--- src/dgic_pkg.sv ---
package dgic_pkg;
    // ==========================================
    // Register map, byte addresses
    localparam logic [63:0] CTRL_BASE      = 64'h0000_0000_100B_0000;
    localparam logic [63:0] CTRL_SPAN      = 64'h0000_0000_0000_4000;
    localparam logic [63:0] GUARD_BASE     = 64'h0000_0000_100B_8000;
    localparam logic [63:0] GUARD_SPAN     = 64'h0000_0000_0000_1000;
    localparam logic [63:0] MEM_BASE       = 64'h0000_0000_8000_0000;
    localparam logic [63:0] MEM_SPAN       = 64'h0000_0020_0000_0000;
    localparam logic [13:0] OFS_START_CLS  = 14'h0000;
    localparam logic [13:0] OFS_INT_STATUS = 14'h0210;
    localparam logic [13:0] OFS_INT_MASK   = 14'h0220;
    localparam logic [11:0] OFS_GUARD      = 12'h000;
    // ==========================================
    // Field layouts and reset values
    localparam int          START_BIT      = 0;
    localparam int          CLASS_LSB      = 8;
    localparam int          CLASS_MSB      = 11;
    localparam logic [31:0] CTRL_WMASK     = 32'h0000_0F01;
    localparam logic [31:0] CTRL_RESET     = 32'h0000_0000;
    localparam logic [3:0]  CLASS_GEN3     = 4'h6;
    localparam logic [3:0]  CLASS_GEN4     = 4'hA;
    localparam int          ST_PORT_ERR    = 7;
    localparam int          ST_INIT_DONE   = 8;
    localparam int          LIMIT_MSB      = 53;
    localparam int          EN_LSB         = 56;
    localparam int          EN_MSB         = 59;
    localparam logic [63:0] GUARD_WMASK    = 64'h0F3F_FFFF_FFFF_FFFF;
    localparam logic [63:0] GUARD_RESET    = 64'h0000_0000_0000_0000;
    localparam logic [3:0]  GUARD_EN_VAL   = 4'hF;
    // ==========================================
    // TileLink opcodes
    localparam logic [2:0]  TL_PUT_FULL    = 3'h0;
    localparam logic [2:0]  TL_PUT_PART    = 3'h1;
    localparam logic [2:0]  TL_GET         = 3'h4;
    localparam logic [2:0]  TL_ACK         = 3'h0;
    localparam logic [2:0]  TL_ACK_DATA    = 3'h1;
    // ==========================================
    // DFI command codes and timing
    localparam logic [1:0]  DFI_NOP        = 2'h0;
    localparam logic [1:0]  DFI_RD         = 2'h1;
    localparam logic [1:0]  DFI_WR         = 2'h2;
    localparam logic [1:0]  DFI_REF        = 2'h3;
    localparam int          CLK_PERIOD_NS  = 20;
    localparam int          REFI_NS        = 7800;
    localparam int          REFI_CYC       = REFI_NS / CLK_PERIOD_NS;
    localparam int          MAX_RATE_MTS   = 2400;
    localparam int          CLK_DIV        = 4;
    // ==========================================
    // Memory path states
    typedef enum logic [2:0] {
        M_IDLE = 3'b001,
        M_RD   = 3'b010,
        M_RSP  = 3'b100
    } dgic_mem_e;
endpackage

--- src/dgic_top.sv ---
`timescale 1ns/1ps
module dgic_top #(
    parameter int RANKS = 1,
    parameter int RATE_MTS = 2400
) (
    // Clock, reset, enable
    input  wire logic         core_clk,
    input  wire logic         resetn,
    input  wire logic         ce,
    // Memory port, channel A
    input  wire logic         mem_a_valid,
    output logic              mem_a_ready,
    input  wire logic [2:0]   mem_a_opcode,
    input  wire logic [2:0]   mem_a_size,
    input  wire logic [7:0]   mem_a_source,
    input  wire logic [63:0]  mem_a_address,
    input  wire logic [31:0]  mem_a_mask,
    input  wire logic [255:0] mem_a_data,
    // Memory port, channel D
    output logic              mem_d_valid,
    input  wire logic         mem_d_ready,
    output logic [2:0]        mem_d_opcode,
    output logic [2:0]        mem_d_size,
    output logic [7:0]        mem_d_source,
    output logic              mem_d_denied,
    output logic [255:0]      mem_d_data,
    // Guard register port
    input  wire logic         grd_a_valid,
    output logic              grd_a_ready,
    input  wire logic [2:0]   grd_a_opcode,
    input  wire logic [2:0]   grd_a_size,
    input  wire logic [7:0]   grd_a_source,
    input  wire logic [63:0]  grd_a_address,
    input  wire logic [7:0]   grd_a_mask,
    input  wire logic [63:0]  grd_a_data,
    output logic              grd_d_valid,
    input  wire logic         grd_d_ready,
    output logic [2:0]        grd_d_opcode,
    output logic [2:0]        grd_d_size,
    output logic [7:0]        grd_d_source,
    output logic              grd_d_denied,
    output logic [63:0]       grd_d_data,
    // Controller register port
    input  wire logic         cfg_a_valid,
    output logic              cfg_a_ready,
    input  wire logic [2:0]   cfg_a_opcode,
    input  wire logic [2:0]   cfg_a_size,
    input  wire logic [7:0]   cfg_a_source,
    input  wire logic [63:0]  cfg_a_address,
    input  wire logic [7:0]   cfg_a_mask,
    input  wire logic [63:0]  cfg_a_data,
    output logic              cfg_d_valid,
    input  wire logic         cfg_d_ready,
    output logic [2:0]        cfg_d_opcode,
    output logic [2:0]        cfg_d_size,
    output logic [7:0]        cfg_d_source,
    output logic              cfg_d_denied,
    output logic [63:0]       cfg_d_data,
    // DFI toward the PHY
    output logic [1:0]        dfi_cmd,
    output logic [63:0]       dfi_address,
    output logic [255:0]      dfi_wrdata,
    output logic [31:0]       dfi_wrmask,
    input  wire logic         dfi_rddata_valid,
    input  wire logic [255:0] dfi_rddata,
    output logic              dfi_init_start,
    input  wire logic         dfi_init_complete,
    output logic [3:0]        dram_class,
    // Interrupt
    output logic              irq
);
    import dgic_pkg::*;

    // ==========================================
    // Elaboration checks
    if (RANKS < 1 || RANKS > 2) begin : g_ranks_chk
        $error("RANKS must be 1 or 2");
    end
    if (RATE_MTS > MAX_RATE_MTS) begin : g_rate_chk
        $error("RATE_MTS above supported rate");
    end

    // Byte-lane merge of write data
    function automatic logic [63:0] wmerge(input logic [63:0] old, input logic [63:0] nw, input logic [7:0] m);
        logic [63:0] r;
        r = old;
        for (int i = 0; i < 8; i++) begin
            if (m[i]) r[i*8 +: 8] = nw[i*8 +: 8];
        end
        return r;
    endfunction

    // ==========================================
    // Guard register and lock
    logic [63:0] guard_q;
    logic        locked_q;
    logic [63:0] g_new;
    logic        guard_on;
    logic        grd_take;
    logic        grd_hit;
    logic        grd_wr;
    assign guard_on = (guard_q[EN_MSB:EN_LSB] == GUARD_EN_VAL);
    assign grd_a_ready = ce && !grd_d_valid;
    assign grd_take = grd_a_valid && grd_a_ready;
    assign grd_hit = (grd_a_address >= GUARD_BASE) && (grd_a_address < GUARD_BASE + GUARD_SPAN);
    assign grd_wr = grd_a_opcode != TL_GET;
    assign g_new = wmerge(guard_q, grd_a_data, grd_a_mask) & GUARD_WMASK;

    always_ff @(posedge core_clk or negedge resetn) begin
        if (!resetn) begin
            guard_q  <= GUARD_RESET;
            locked_q <= 1'b0;
        end else if (ce && grd_take && grd_hit && grd_wr && !locked_q
                     && grd_a_address[11:0] == OFS_GUARD) begin
            guard_q <= g_new;
            if ((g_new[EN_MSB:EN_LSB] == GUARD_EN_VAL) != guard_on) begin
                locked_q <= 1'b1;
            end
        end
    end

    // Guard port answer
    always_ff @(posedge core_clk or negedge resetn) begin
        if (!resetn) begin
            grd_d_valid  <= 1'b0;
            grd_d_opcode <= TL_ACK;
            grd_d_size   <= 3'h0;
            grd_d_source <= 8'h00;
            grd_d_denied <= 1'b0;
            grd_d_data   <= 64'h0;
        end else if (ce) begin
            if (grd_take) begin
                grd_d_valid  <= 1'b1;
                grd_d_opcode <= grd_wr ? TL_ACK : TL_ACK_DATA;
                grd_d_size   <= grd_a_size;
                grd_d_source <= grd_a_source;
                grd_d_denied <= !grd_hit;
                grd_d_data   <= (grd_hit && !grd_wr && grd_a_address[11:0] == OFS_GUARD) ? guard_q : 64'h0;
            end else if (grd_d_ready) begin
                grd_d_valid <= 1'b0;
            end
        end
    end

    // ==========================================
    // Controller registers
    logic [31:0] ctrl_q;
    logic [31:0] status_q;
    logic [31:0] mask_q;
    logic        start_prev_q;
    logic        train_q;
    logic        cfg_take;
    logic        cfg_hit;
    logic        cfg_wr;
    logic [13:0] cfg_ofs;
    logic [31:0] cfg_wdat;
    logic [31:0] st_set;
    logic        refused_ev;
    assign cfg_a_ready = ce && !cfg_d_valid;
    assign cfg_take = cfg_a_valid && cfg_a_ready;
    assign cfg_hit = (cfg_a_address >= CTRL_BASE) && (cfg_a_address < CTRL_BASE + CTRL_SPAN);
    assign cfg_wr = cfg_a_opcode != TL_GET;
    assign cfg_ofs = cfg_a_address[13:0];
    assign cfg_wdat = 32'(wmerge(64'h0, cfg_a_data, cfg_a_mask & 8'h0F));
    assign dram_class = ctrl_q[CLASS_MSB:CLASS_LSB];
    assign dfi_init_start = train_q;

    // Start and class register
    always_ff @(posedge core_clk or negedge resetn) begin
        if (!resetn) begin
            ctrl_q <= CTRL_RESET;
        end else if (ce && cfg_take && cfg_hit && cfg_wr && cfg_ofs == OFS_START_CLS) begin
            ctrl_q <= 32'(wmerge({32'h0, ctrl_q}, cfg_a_data, cfg_a_mask)) & CTRL_WMASK;
        end
    end

    // Training launch on rising start
    always_ff @(posedge core_clk or negedge resetn) begin
        if (!resetn) begin
            start_prev_q <= 1'b0;
            train_q      <= 1'b0;
        end else if (ce) begin
            start_prev_q <= ctrl_q[START_BIT];
            if (ctrl_q[START_BIT] && !start_prev_q) begin
                train_q <= 1'b1;
            end else if (dfi_init_complete) begin
                train_q <= 1'b0;
            end
        end
    end

    // Sticky status, set wins over write-one-to-clear
    assign st_set = ({31'h0, train_q && dfi_init_complete} << ST_INIT_DONE)
                  | ({31'h0, refused_ev} << ST_PORT_ERR);
    always_ff @(posedge core_clk or negedge resetn) begin
        if (!resetn) begin
            status_q <= 32'h0;
            mask_q   <= 32'h0;
        end else if (ce) begin
            if (cfg_take && cfg_hit && cfg_wr && cfg_ofs == OFS_INT_STATUS) begin
                status_q <= (status_q & ~cfg_wdat) | st_set;
            end else begin
                status_q <= status_q | st_set;
            end
            if (cfg_take && cfg_hit && cfg_wr && cfg_ofs == OFS_INT_MASK) begin
                mask_q <= 32'(wmerge({32'h0, mask_q}, cfg_a_data, cfg_a_mask));
            end
        end
    end

    // Single interrupt line
    assign irq = |(status_q & ~mask_q);

    // Controller port answer
    always_ff @(posedge core_clk or negedge resetn) begin
        if (!resetn) begin
            cfg_d_valid  <= 1'b0;
            cfg_d_opcode <= TL_ACK;
            cfg_d_size   <= 3'h0;
            cfg_d_source <= 8'h00;
            cfg_d_denied <= 1'b0;
            cfg_d_data   <= 64'h0;
        end else if (ce) begin
            if (cfg_take) begin
                cfg_d_valid  <= 1'b1;
                cfg_d_opcode <= cfg_wr ? TL_ACK : TL_ACK_DATA;
                cfg_d_size   <= cfg_a_size;
                cfg_d_source <= cfg_a_source;
                cfg_d_denied <= !cfg_hit;
                if (!cfg_hit || cfg_wr) cfg_d_data <= 64'h0;
                else if (cfg_ofs == OFS_START_CLS) cfg_d_data <= {32'h0, ctrl_q};
                else if (cfg_ofs == OFS_INT_STATUS) cfg_d_data <= {32'h0, status_q};
                else if (cfg_ofs == OFS_INT_MASK) cfg_d_data <= {32'h0, mask_q};
                else cfg_d_data <= 64'h0;
            end else if (cfg_d_ready) begin
                cfg_d_valid <= 1'b0;
            end
        end
    end

    // ==========================================
    // Memory path with range guard and DFI issue
    dgic_mem_e   mst_q;
    logic [15:0] ref_cnt_q;
    logic        ref_pend;
    logic        ref_due;
    logic        mem_take;
    logic        mem_refuse;
    logic        mem_inwin;
    logic        mem_wr;
    // A due refresh waits for the idle state so it is never lost mid-transfer
    assign ref_pend = (ref_cnt_q == 16'(REFI_CYC - 1));
    assign ref_due = ref_pend && status_q[ST_INIT_DONE] && (mst_q == M_IDLE);
    assign mem_inwin = (mem_a_address >= MEM_BASE) && (mem_a_address < MEM_BASE + MEM_SPAN);
    assign mem_refuse = !mem_inwin || !guard_on
                      || (mem_a_address[55:2] > guard_q[LIMIT_MSB:0]);
    assign mem_wr = mem_a_opcode != TL_GET;
    assign mem_a_ready = ce && (mst_q == M_IDLE) && !ref_due;
    assign mem_take = mem_a_valid && mem_a_ready;
    assign refused_ev = ce && mem_take && mem_refuse;
    assign mem_d_valid = (mst_q == M_RSP);

    // Refresh interval counter
    always_ff @(posedge core_clk or negedge resetn) begin
        if (!resetn) begin
            ref_cnt_q <= 16'h0;
        end else if (ce) begin
            if (ref_due || !status_q[ST_INIT_DONE]) begin
                ref_cnt_q <= 16'h0;
            end else if (!ref_pend) begin
                ref_cnt_q <= ref_cnt_q + 16'h1;
            end
        end
    end

    // Request sequencing
    always_ff @(posedge core_clk or negedge resetn) begin
        if (!resetn) begin
            mst_q        <= M_IDLE;
            dfi_cmd      <= DFI_NOP;
            dfi_address  <= 64'h0;
            dfi_wrdata   <= 256'h0;
            dfi_wrmask   <= 32'h0;
            mem_d_opcode <= TL_ACK;
            mem_d_size   <= 3'h0;
            mem_d_source <= 8'h00;
            mem_d_denied <= 1'b0;
            mem_d_data   <= 256'h0;
        end else if (ce) begin
            dfi_cmd <= DFI_NOP;
            case (mst_q)
                M_IDLE: begin
                    if (ref_due) begin
                        dfi_cmd <= DFI_REF;
                    end else if (mem_take) begin
                        mem_d_opcode <= mem_wr ? TL_ACK : TL_ACK_DATA;
                        mem_d_size   <= mem_a_size;
                        mem_d_source <= mem_a_source;
                        mem_d_denied <= mem_refuse;
                        mem_d_data   <= 256'h0;
                        if (mem_refuse) begin
                            mst_q <= M_RSP;
                        end else begin
                            dfi_cmd     <= mem_wr ? DFI_WR : DFI_RD;
                            dfi_address <= mem_a_address;
                            dfi_wrdata  <= mem_a_data;
                            dfi_wrmask  <= mem_a_mask;
                            mst_q       <= mem_wr ? M_RSP : M_RD;
                        end
                    end
                end
                M_RD: begin
                    if (dfi_rddata_valid) begin
                        mem_d_data <= dfi_rddata;
                        mst_q      <= M_RSP;
                    end
                end
                M_RSP: begin
                    if (mem_d_ready) mst_q <= M_IDLE;
                end
                default: mst_q <= M_IDLE;
            endcase
        end
    end

    // ==========================================
    // Checks
    refuse_no_cmd_a: assert property (@(posedge core_clk) disable iff (!resetn)
        refused_ev |=> dfi_cmd == DFI_NOP && mem_d_valid && mem_d_denied)
        else $error("refused request reached DFI");
    guard_above_a: assert property (@(posedge core_clk) disable iff (!resetn)
        (ce && mem_take && guard_on && mem_a_address[55:2] > guard_q[LIMIT_MSB:0]) |=> mem_d_denied)
        else $error("request above limit not refused");
    lock_holds_a: assert property (@(posedge core_clk) disable iff (!resetn)
        locked_q |=> $stable(guard_q) && locked_q)
        else $error("guard changed after lock");
    guard_resv_a: assert property (@(posedge core_clk) disable iff (!resetn)
        (guard_q & ~GUARD_WMASK) == 64'h0)
        else $error("guard reserved bits set");
    start_train_a: assert property (@(posedge core_clk) disable iff (!resetn)
        (ce && $rose(ctrl_q[START_BIT])) |=> train_q)
        else $error("start did not launch training");
    done_sets_a: assert property (@(posedge core_clk) disable iff (!resetn)
        (ce && train_q && dfi_init_complete) |=> status_q[ST_INIT_DONE])
        else $error("init done flag missed");
    irq_mask_a: assert property (@(posedge core_clk) disable iff (!resetn)
        refused_ev |=> irq || mask_q[ST_PORT_ERR])
        else $error("unmasked cause did not raise interrupt");
    refresh_cmd_a: assert property (@(posedge core_clk) disable iff (!resetn)
        (ce && ref_due) |-> !mem_a_ready ##1 dfi_cmd == DFI_REF)
        else $error("refresh not issued");
    read_wait_a: assert property (@(posedge core_clk) disable iff (!resetn)
        (ce && mem_take && !mem_refuse && !mem_wr) |=> mst_q == M_RD && !mem_d_valid)
        else $error("read answered before data");
endmodule

--- config.mk ---
export PLATFORM = sky130hd
export DESIGN_NAME = dgic_top
export DESIGN_NICKNAME = d
export VERILOG_FILES = /design/src/dgic_pkg.sv /design/src/dgic_top.sv
export SDC_FILE = /design/constraint.sdc
export NUM_CORES = 1
export LEC_CHECK = 0
export BUFFER_PORTS_ARGS = -buffer_cell sky130_fd_sc_hd__buf_4
export CORE_AREA = 2 2 675 677
export CTS_CLUSTER_SIZE = 12
export DETAILED_ROUTE_END_ITERATION = 16
export DIE_AREA = 0 0 677 679
export HOLD_SLACK_MARGIN = 0.15
export PLACE_DENSITY = 0.3
export SLEW_MARGIN = 15
export SYNTH_ARGS = -nofsm -noshare
export SYNTH_HDL_FRONTEND = slang
export SYNTH_SLANG_ARGS = --single-unit
--- constraint.sdc ---
create_clock -name core_clk -period 6.75 [get_ports core_clk]
set_input_delay 0.3375 -clock core_clk [delete_from_list [all_inputs] [get_ports core_clk]]
set_output_delay 0.3375 -clock core_clk [all_outputs]
set_load 0.05 [all_outputs]
# After elaboration in Yosys (flattened, before gate mapping)
# Cells that the tools add are included.
[classes]
n_mux = 38
n_eq_ne = 17
n_bitwise = 9
order_cmp = 7
reduce_logical = 77
addsub = 1
[op_table]
columns = ["operator", "count"]
rows = [
  ["$mux 256", 3],
  ["$pmux 256 s2", 1],
  ["$mux 32", 5],
  ["$ge 64x29->1 const B", 2],
  ["$lt 64x29->1 const B", 2],
  ["$and 32x32->32", 2],
  ["$ge 64x32->1 const B", 1],
  ["$lt 64x38->1 const B", 1],
  ["$not 32->32", 2],
  ["$or 32x9->32", 2],
  ["$mux 60", 1],
  ["$gt 54x54->1", 1],
  ["$mux 16", 2],
  ["$mux 8", 4],
  ["$reduce_and 2->1", 16],
  ["$reduce_or 32->1", 1],
  ["$logic_and 1x1->1", 31],
  ["$eq 14x10->1 const B", 2],
  ["$mux 3", 6],
  ["$add 16x1->16 const B", 1],
  ["$eq 16x9->1 const B", 1],
  ["$reduce_and 5->1", 3],
  ["$logic_not 14->1", 1],
  ["$logic_not 12->1", 1],
  ["other kinds (19)", 57],
]
[word_totals]
output_inout_bits = 795
input_bits = 933
regBits = 934

# Longest topological paths before layout
[logic_depth]
ltp_word = 11
depth_mapped = 11

# Worst setup path before layout
# OpenSTA, ideal clock, no wires.
[synth_timing]
path_type = "reg2reg"
from = "reg guard_q[41]"
to = "reg dfi_address[0]"
n_path_buf = 2
arrival_time_ps = 2433
setup_ps = 125
path_stages_with_launch = 12
setup_slack_ps = 4192
required_time_ps = 6625
path_cell_list = "dfrtp_1 inv_1 ha_1 nand4_1 nor3_2 a2bb2oi_1 a211oi_2 a211oi_2 o211ai_4 buf_12 buf_12 mux2_4"
[synth_via]
elab_chain_len = 4
[synth_lines]
columns = ["element", "line_no", "text"]
rows = [
  ["from (decl)", "dgic_top.sv:95", "logic [63:0] guard_q;"],
  ["from (signal assigned)", "dgic_top.sv:115", "guard_q <= g_new;"],
  ["$gt 54x54->1", "dgic_top.sv:256", "|| (mem_a_address[55:2] > guard_q[LIMIT_MSB:0]);"],
  ["$logic_or 1x1->1", "dgic_top.sv:256", ""],
  ["$not 1->1 (no source line)", "--", ""],
  ["$reduce_and 5->1 (no source line)", "--", ""],
  ["to (signal assigned)", "dgic_top.sv:305", "dfi_address <= mem_a_address;"],
  ["to (decl)", "dgic_top.sv:61", "output logic [63:0] dfi_address,"],
]
# Every way passes these cells.
# A chain may end at the register's enable or synchronous reset.

# Worst setup path after layout
[layout_timing]
from = "reg guard_q[49]"
to = "reg dfi_wrdata[198]"
[layout_via]
elab_chain_len = 4
[layout_lines]
columns = ["element", "line_no", "text"]
rows = [
  ["$gt 54x54->1", "dgic_top.sv:256", ""],
  ["$logic_or 1x1->1", "dgic_top.sv:256", ""],
  ["$not 1->1 (no source line)", "--", ""],
  ["$reduce_and 5->1 (no source line)", "--", ""],
  ["to (signal assigned)", "dgic_top.sv:306", "dfi_wrdata <= mem_a_data;"],
  ["to (decl)", "dgic_top.sv:62", "output logic [255:0] dfi_wrdata,"],
]
# Every way passes these cells.

==> flow_summary.yaml <==
run_status:
  outcome: "finished clean"
placement:
  portBuffers: 1641
  hpwl_mm: 268
  gp_congestion: 0.917
  pre_cts_slack_ns: 1.67
  postPlaceCellArea_um2: 55700
routing:
  ant_nets: 0
  drt-wirelength-per-cell_um: 28.8
  drtIter0Drc: 1480
  routed_via_density: 2.95
  drc: 0
  dr.pass1.iters: 7
  vias: 32800
  wl_mm: 320
flow_run:
  cap_violations: 0
sta:
  layout_setup_ws_ns: 1.90
  skew_ns: 0.0930
  hold_viol: 0
  hold_slack_ns: 0.244
  final_max_slew_viol_count: 0
  period_share_pct: 71.8
  fmax_ghz: 0.206
  finalSetupTns_ns: 0
  relSlewSlack_pct: 10.6
  setup_violations: 0
  tightest_slew_ns: 1.34
  period_needed_ns: 4.85
  rsz0062_at_grt: "no"
power_and_ir_drop:
  p_per_area_nw_per_um2: 225
  power.leakage_nw: 33.0
  vdd_drop_max_mv: 0.163
floorplanning:
  fp.dieW_um: 677
  die_y_um: 679
  coreArea_um2: 452000
  rows: 247
  pin_count: 1728
  start_util_pct: 8.14
  die-area_um2: 460000
critical_path:
  path_cells: "inv_1 > ha_1 > nand4_1 > nor3_1 > and4_1 > a211oi_2 > o211ai_4 > buf_4 > buf_12 > mux2_2"
  cp-end-kind: "flop"
  crit-reg2reg-launch: "guard_q[49]"
  setup.worst_path.start_class: "flop"
  crit_required_ns: 7.45
  startpoint: "guard_q[49]"
  critPathMaxFanout: 124
  slowest_stage: "o211ai_4"
  cp.arrival_ns: 5.55
  crit_buf_inv: 3
  max_stage_delay_ns: 0.61
  critPathTopFamily: "buffers and inverters"
  critical_path_class: "reg2reg"
clocking:
  cts_made_buffers: 143
  clk_latency_ns: 0.89
  ctsResizeCount: 0
  clock_path_buffers: 4
  cts_root_buffer: "clkbuf_16"
  cts_tree: "yes"
  cts.sinks: 890
  htreeDepth: 4
  clk_pin_slew_ns: 0.06
worst_hold_path:
  min_path_type: "in2reg"
  worstHoldStart: "grd_a_mask[3]"
global_routing:
  antenna_found_initial: 230
  grt_start_max_net_pins: 150
  grt_pass1_wl_mm: 404
  grt_pass1_vias: 35300
  grtUsageTotal_pct: 13.4
  overflow: 0
finish:
  drive_above_1_share_pct: 46.9
  layout_commonest_cell: "buf_4"
  nNetsFinal: 5983
  area_growth_pct: 87.2
  multi_input_area_um2: 12800
  nFillCells: 50600
  regArea_um2: 22300
  final_area_um2: 68900
  final_util_pct: 15.2
  final_cell_mix: "buf_4 (1,671), dfrtp_1 (889), dlygate4sd3_1 (831)"
yosys:
  syn_avg_cell_area_um2: 14.9
  async_flop_share_pct: 100
  synthCells: 2474
  synthFlopType: "dfrtp_1"
  yosys_warnings: 0
  yosysSeqAreaShare_pct: 60.5
  synth_edf_count: 0
  ys_ff_latch: 890
  synth_area_um2: 36800
  synth_cell_types: 72
## final cells by class
class / count / area share, %
Tap cell: 5976 / 10.9
Clock inverter: 50 / 0.832
Timing Repair Buffer: 2515 / 30.7
Sequential cell: 890 / 32.3
Inverter: 93 / 0.507
Multi-Input combinational cell: 1351 / 18.6
Clock buffer: 202 / 6.01
Antenna cell: 41 / 0.149
## synthesized netlist by cell type, drive strengths merged (5+ instances only)
library cell  count  area [um2]
dfrtp           889       22200
mux2            455        6290
a22o            314        2750
buf             121        1310
inv              93         349
nand2            92         345
clkbuf           62         236
a21oi            57         289
ha               56         701
o21ai            56         284
nor4             41         269
and2             31         194
a22oi            27         203
nor2             25        93.8
nand4            23         150
o22ai            15        93.8
nand3            13        65.1
nor3             10        55.1
and3              8        50.1
xor2              7        61.3
nor4b             6        65.1
a222oi            5        50.1
and4              5        43.8
## timing repair
action / 4_1_cts / 5_1_grt
setup buffers: 0 / 0
hold buffers: 832 / 0
hold endpoints to repair: 1150 / 0
## stage by stage
| stage | total power, mW | cells |
|---|---|---|
| final | 15.5 | 11100 |
| after global placement | 7.45 | 9993 |
| after floorplan | 6.30 | 2517 |
| after global routing | 16.2 | 11100 |
| after detailed placement | 7.46 | 9993 |
| after CTS | 16.0 | 11100 |
## worst paths after layout
| path | end | slack [ns] | cells past startpoint |
|---|---|---|---|
| setup / recovery | dfi_wrdata[198] | 1.90 | 10 |
| hold / removal | guard_q[29] | 0.24 | 3 |
| setup reg to reg | dfi_wrdata[198] | 1.90 | 10 |
| hold reg to reg | dfi_init_start | 0.48 | 1 |
| max in group asynchronous | dfi_wrdata[188] | 5.08 | 4 |
| min in group asynchronous | mem_d_data[243] | 0.26 | 3 |
## cell families after synthesis
kind of cell	after synthesis	synth area share, %
compound gates	507	10.8
xor+xnor	11	0.262
mux	456	17.1
other cells	1	0.0102
flops	890	60.5
buf+inv	276	5.16
fa+ha+maj	56	1.90
simple gates	277	4.16
## worst reg2reg max path, cell delays in order, from the launching register on
cell,delay [ns]
dfrtp_1,0.37
inv_1,0.21
ha_1,0.41
nand4_1,0.37
nor3_1,0.36
and4_1,0.41
a211oi_2,0.16
o211ai_4,0.61
buf_4,0.40
buf_12,0.60
mux2_2,0.75
## flip-flops by register name (all words and copies together), names as in the netlist, 2 cells and up
name          flops
dfi_address      64
dfi_wrdata      256
mem_d_source      8
grd_d_size        3
ref_cnt_q        16
grd_d_data       58
cfg_d_size        3
dfi_cmd           2
mem_d_data      256
cfg_d_source      8
cfg_d_data       32
mem_d_size        3
guard_q          58
grd_d_source      8
mst_q             3
status_q         32
ctrl_q            5
mask_q           32
dfi_wrmask       32
## power breakdown
group	leakage, nW	internal (mW)	switching, mW
registers	12.2	5.46	0.128
clock network	2.31	4.54	3.17
logic	18.5	0.902	1.31
total	33.0	10.9	4.61
## routing by layer
layer  routed length (um)  global-route usage, %
met5                  102                      0
met4                 7840                   2.28
met3                31700                   5.86
met2               152000                   22.7
met1               129000                   15.9
Power figures use the tool's default switching activity.
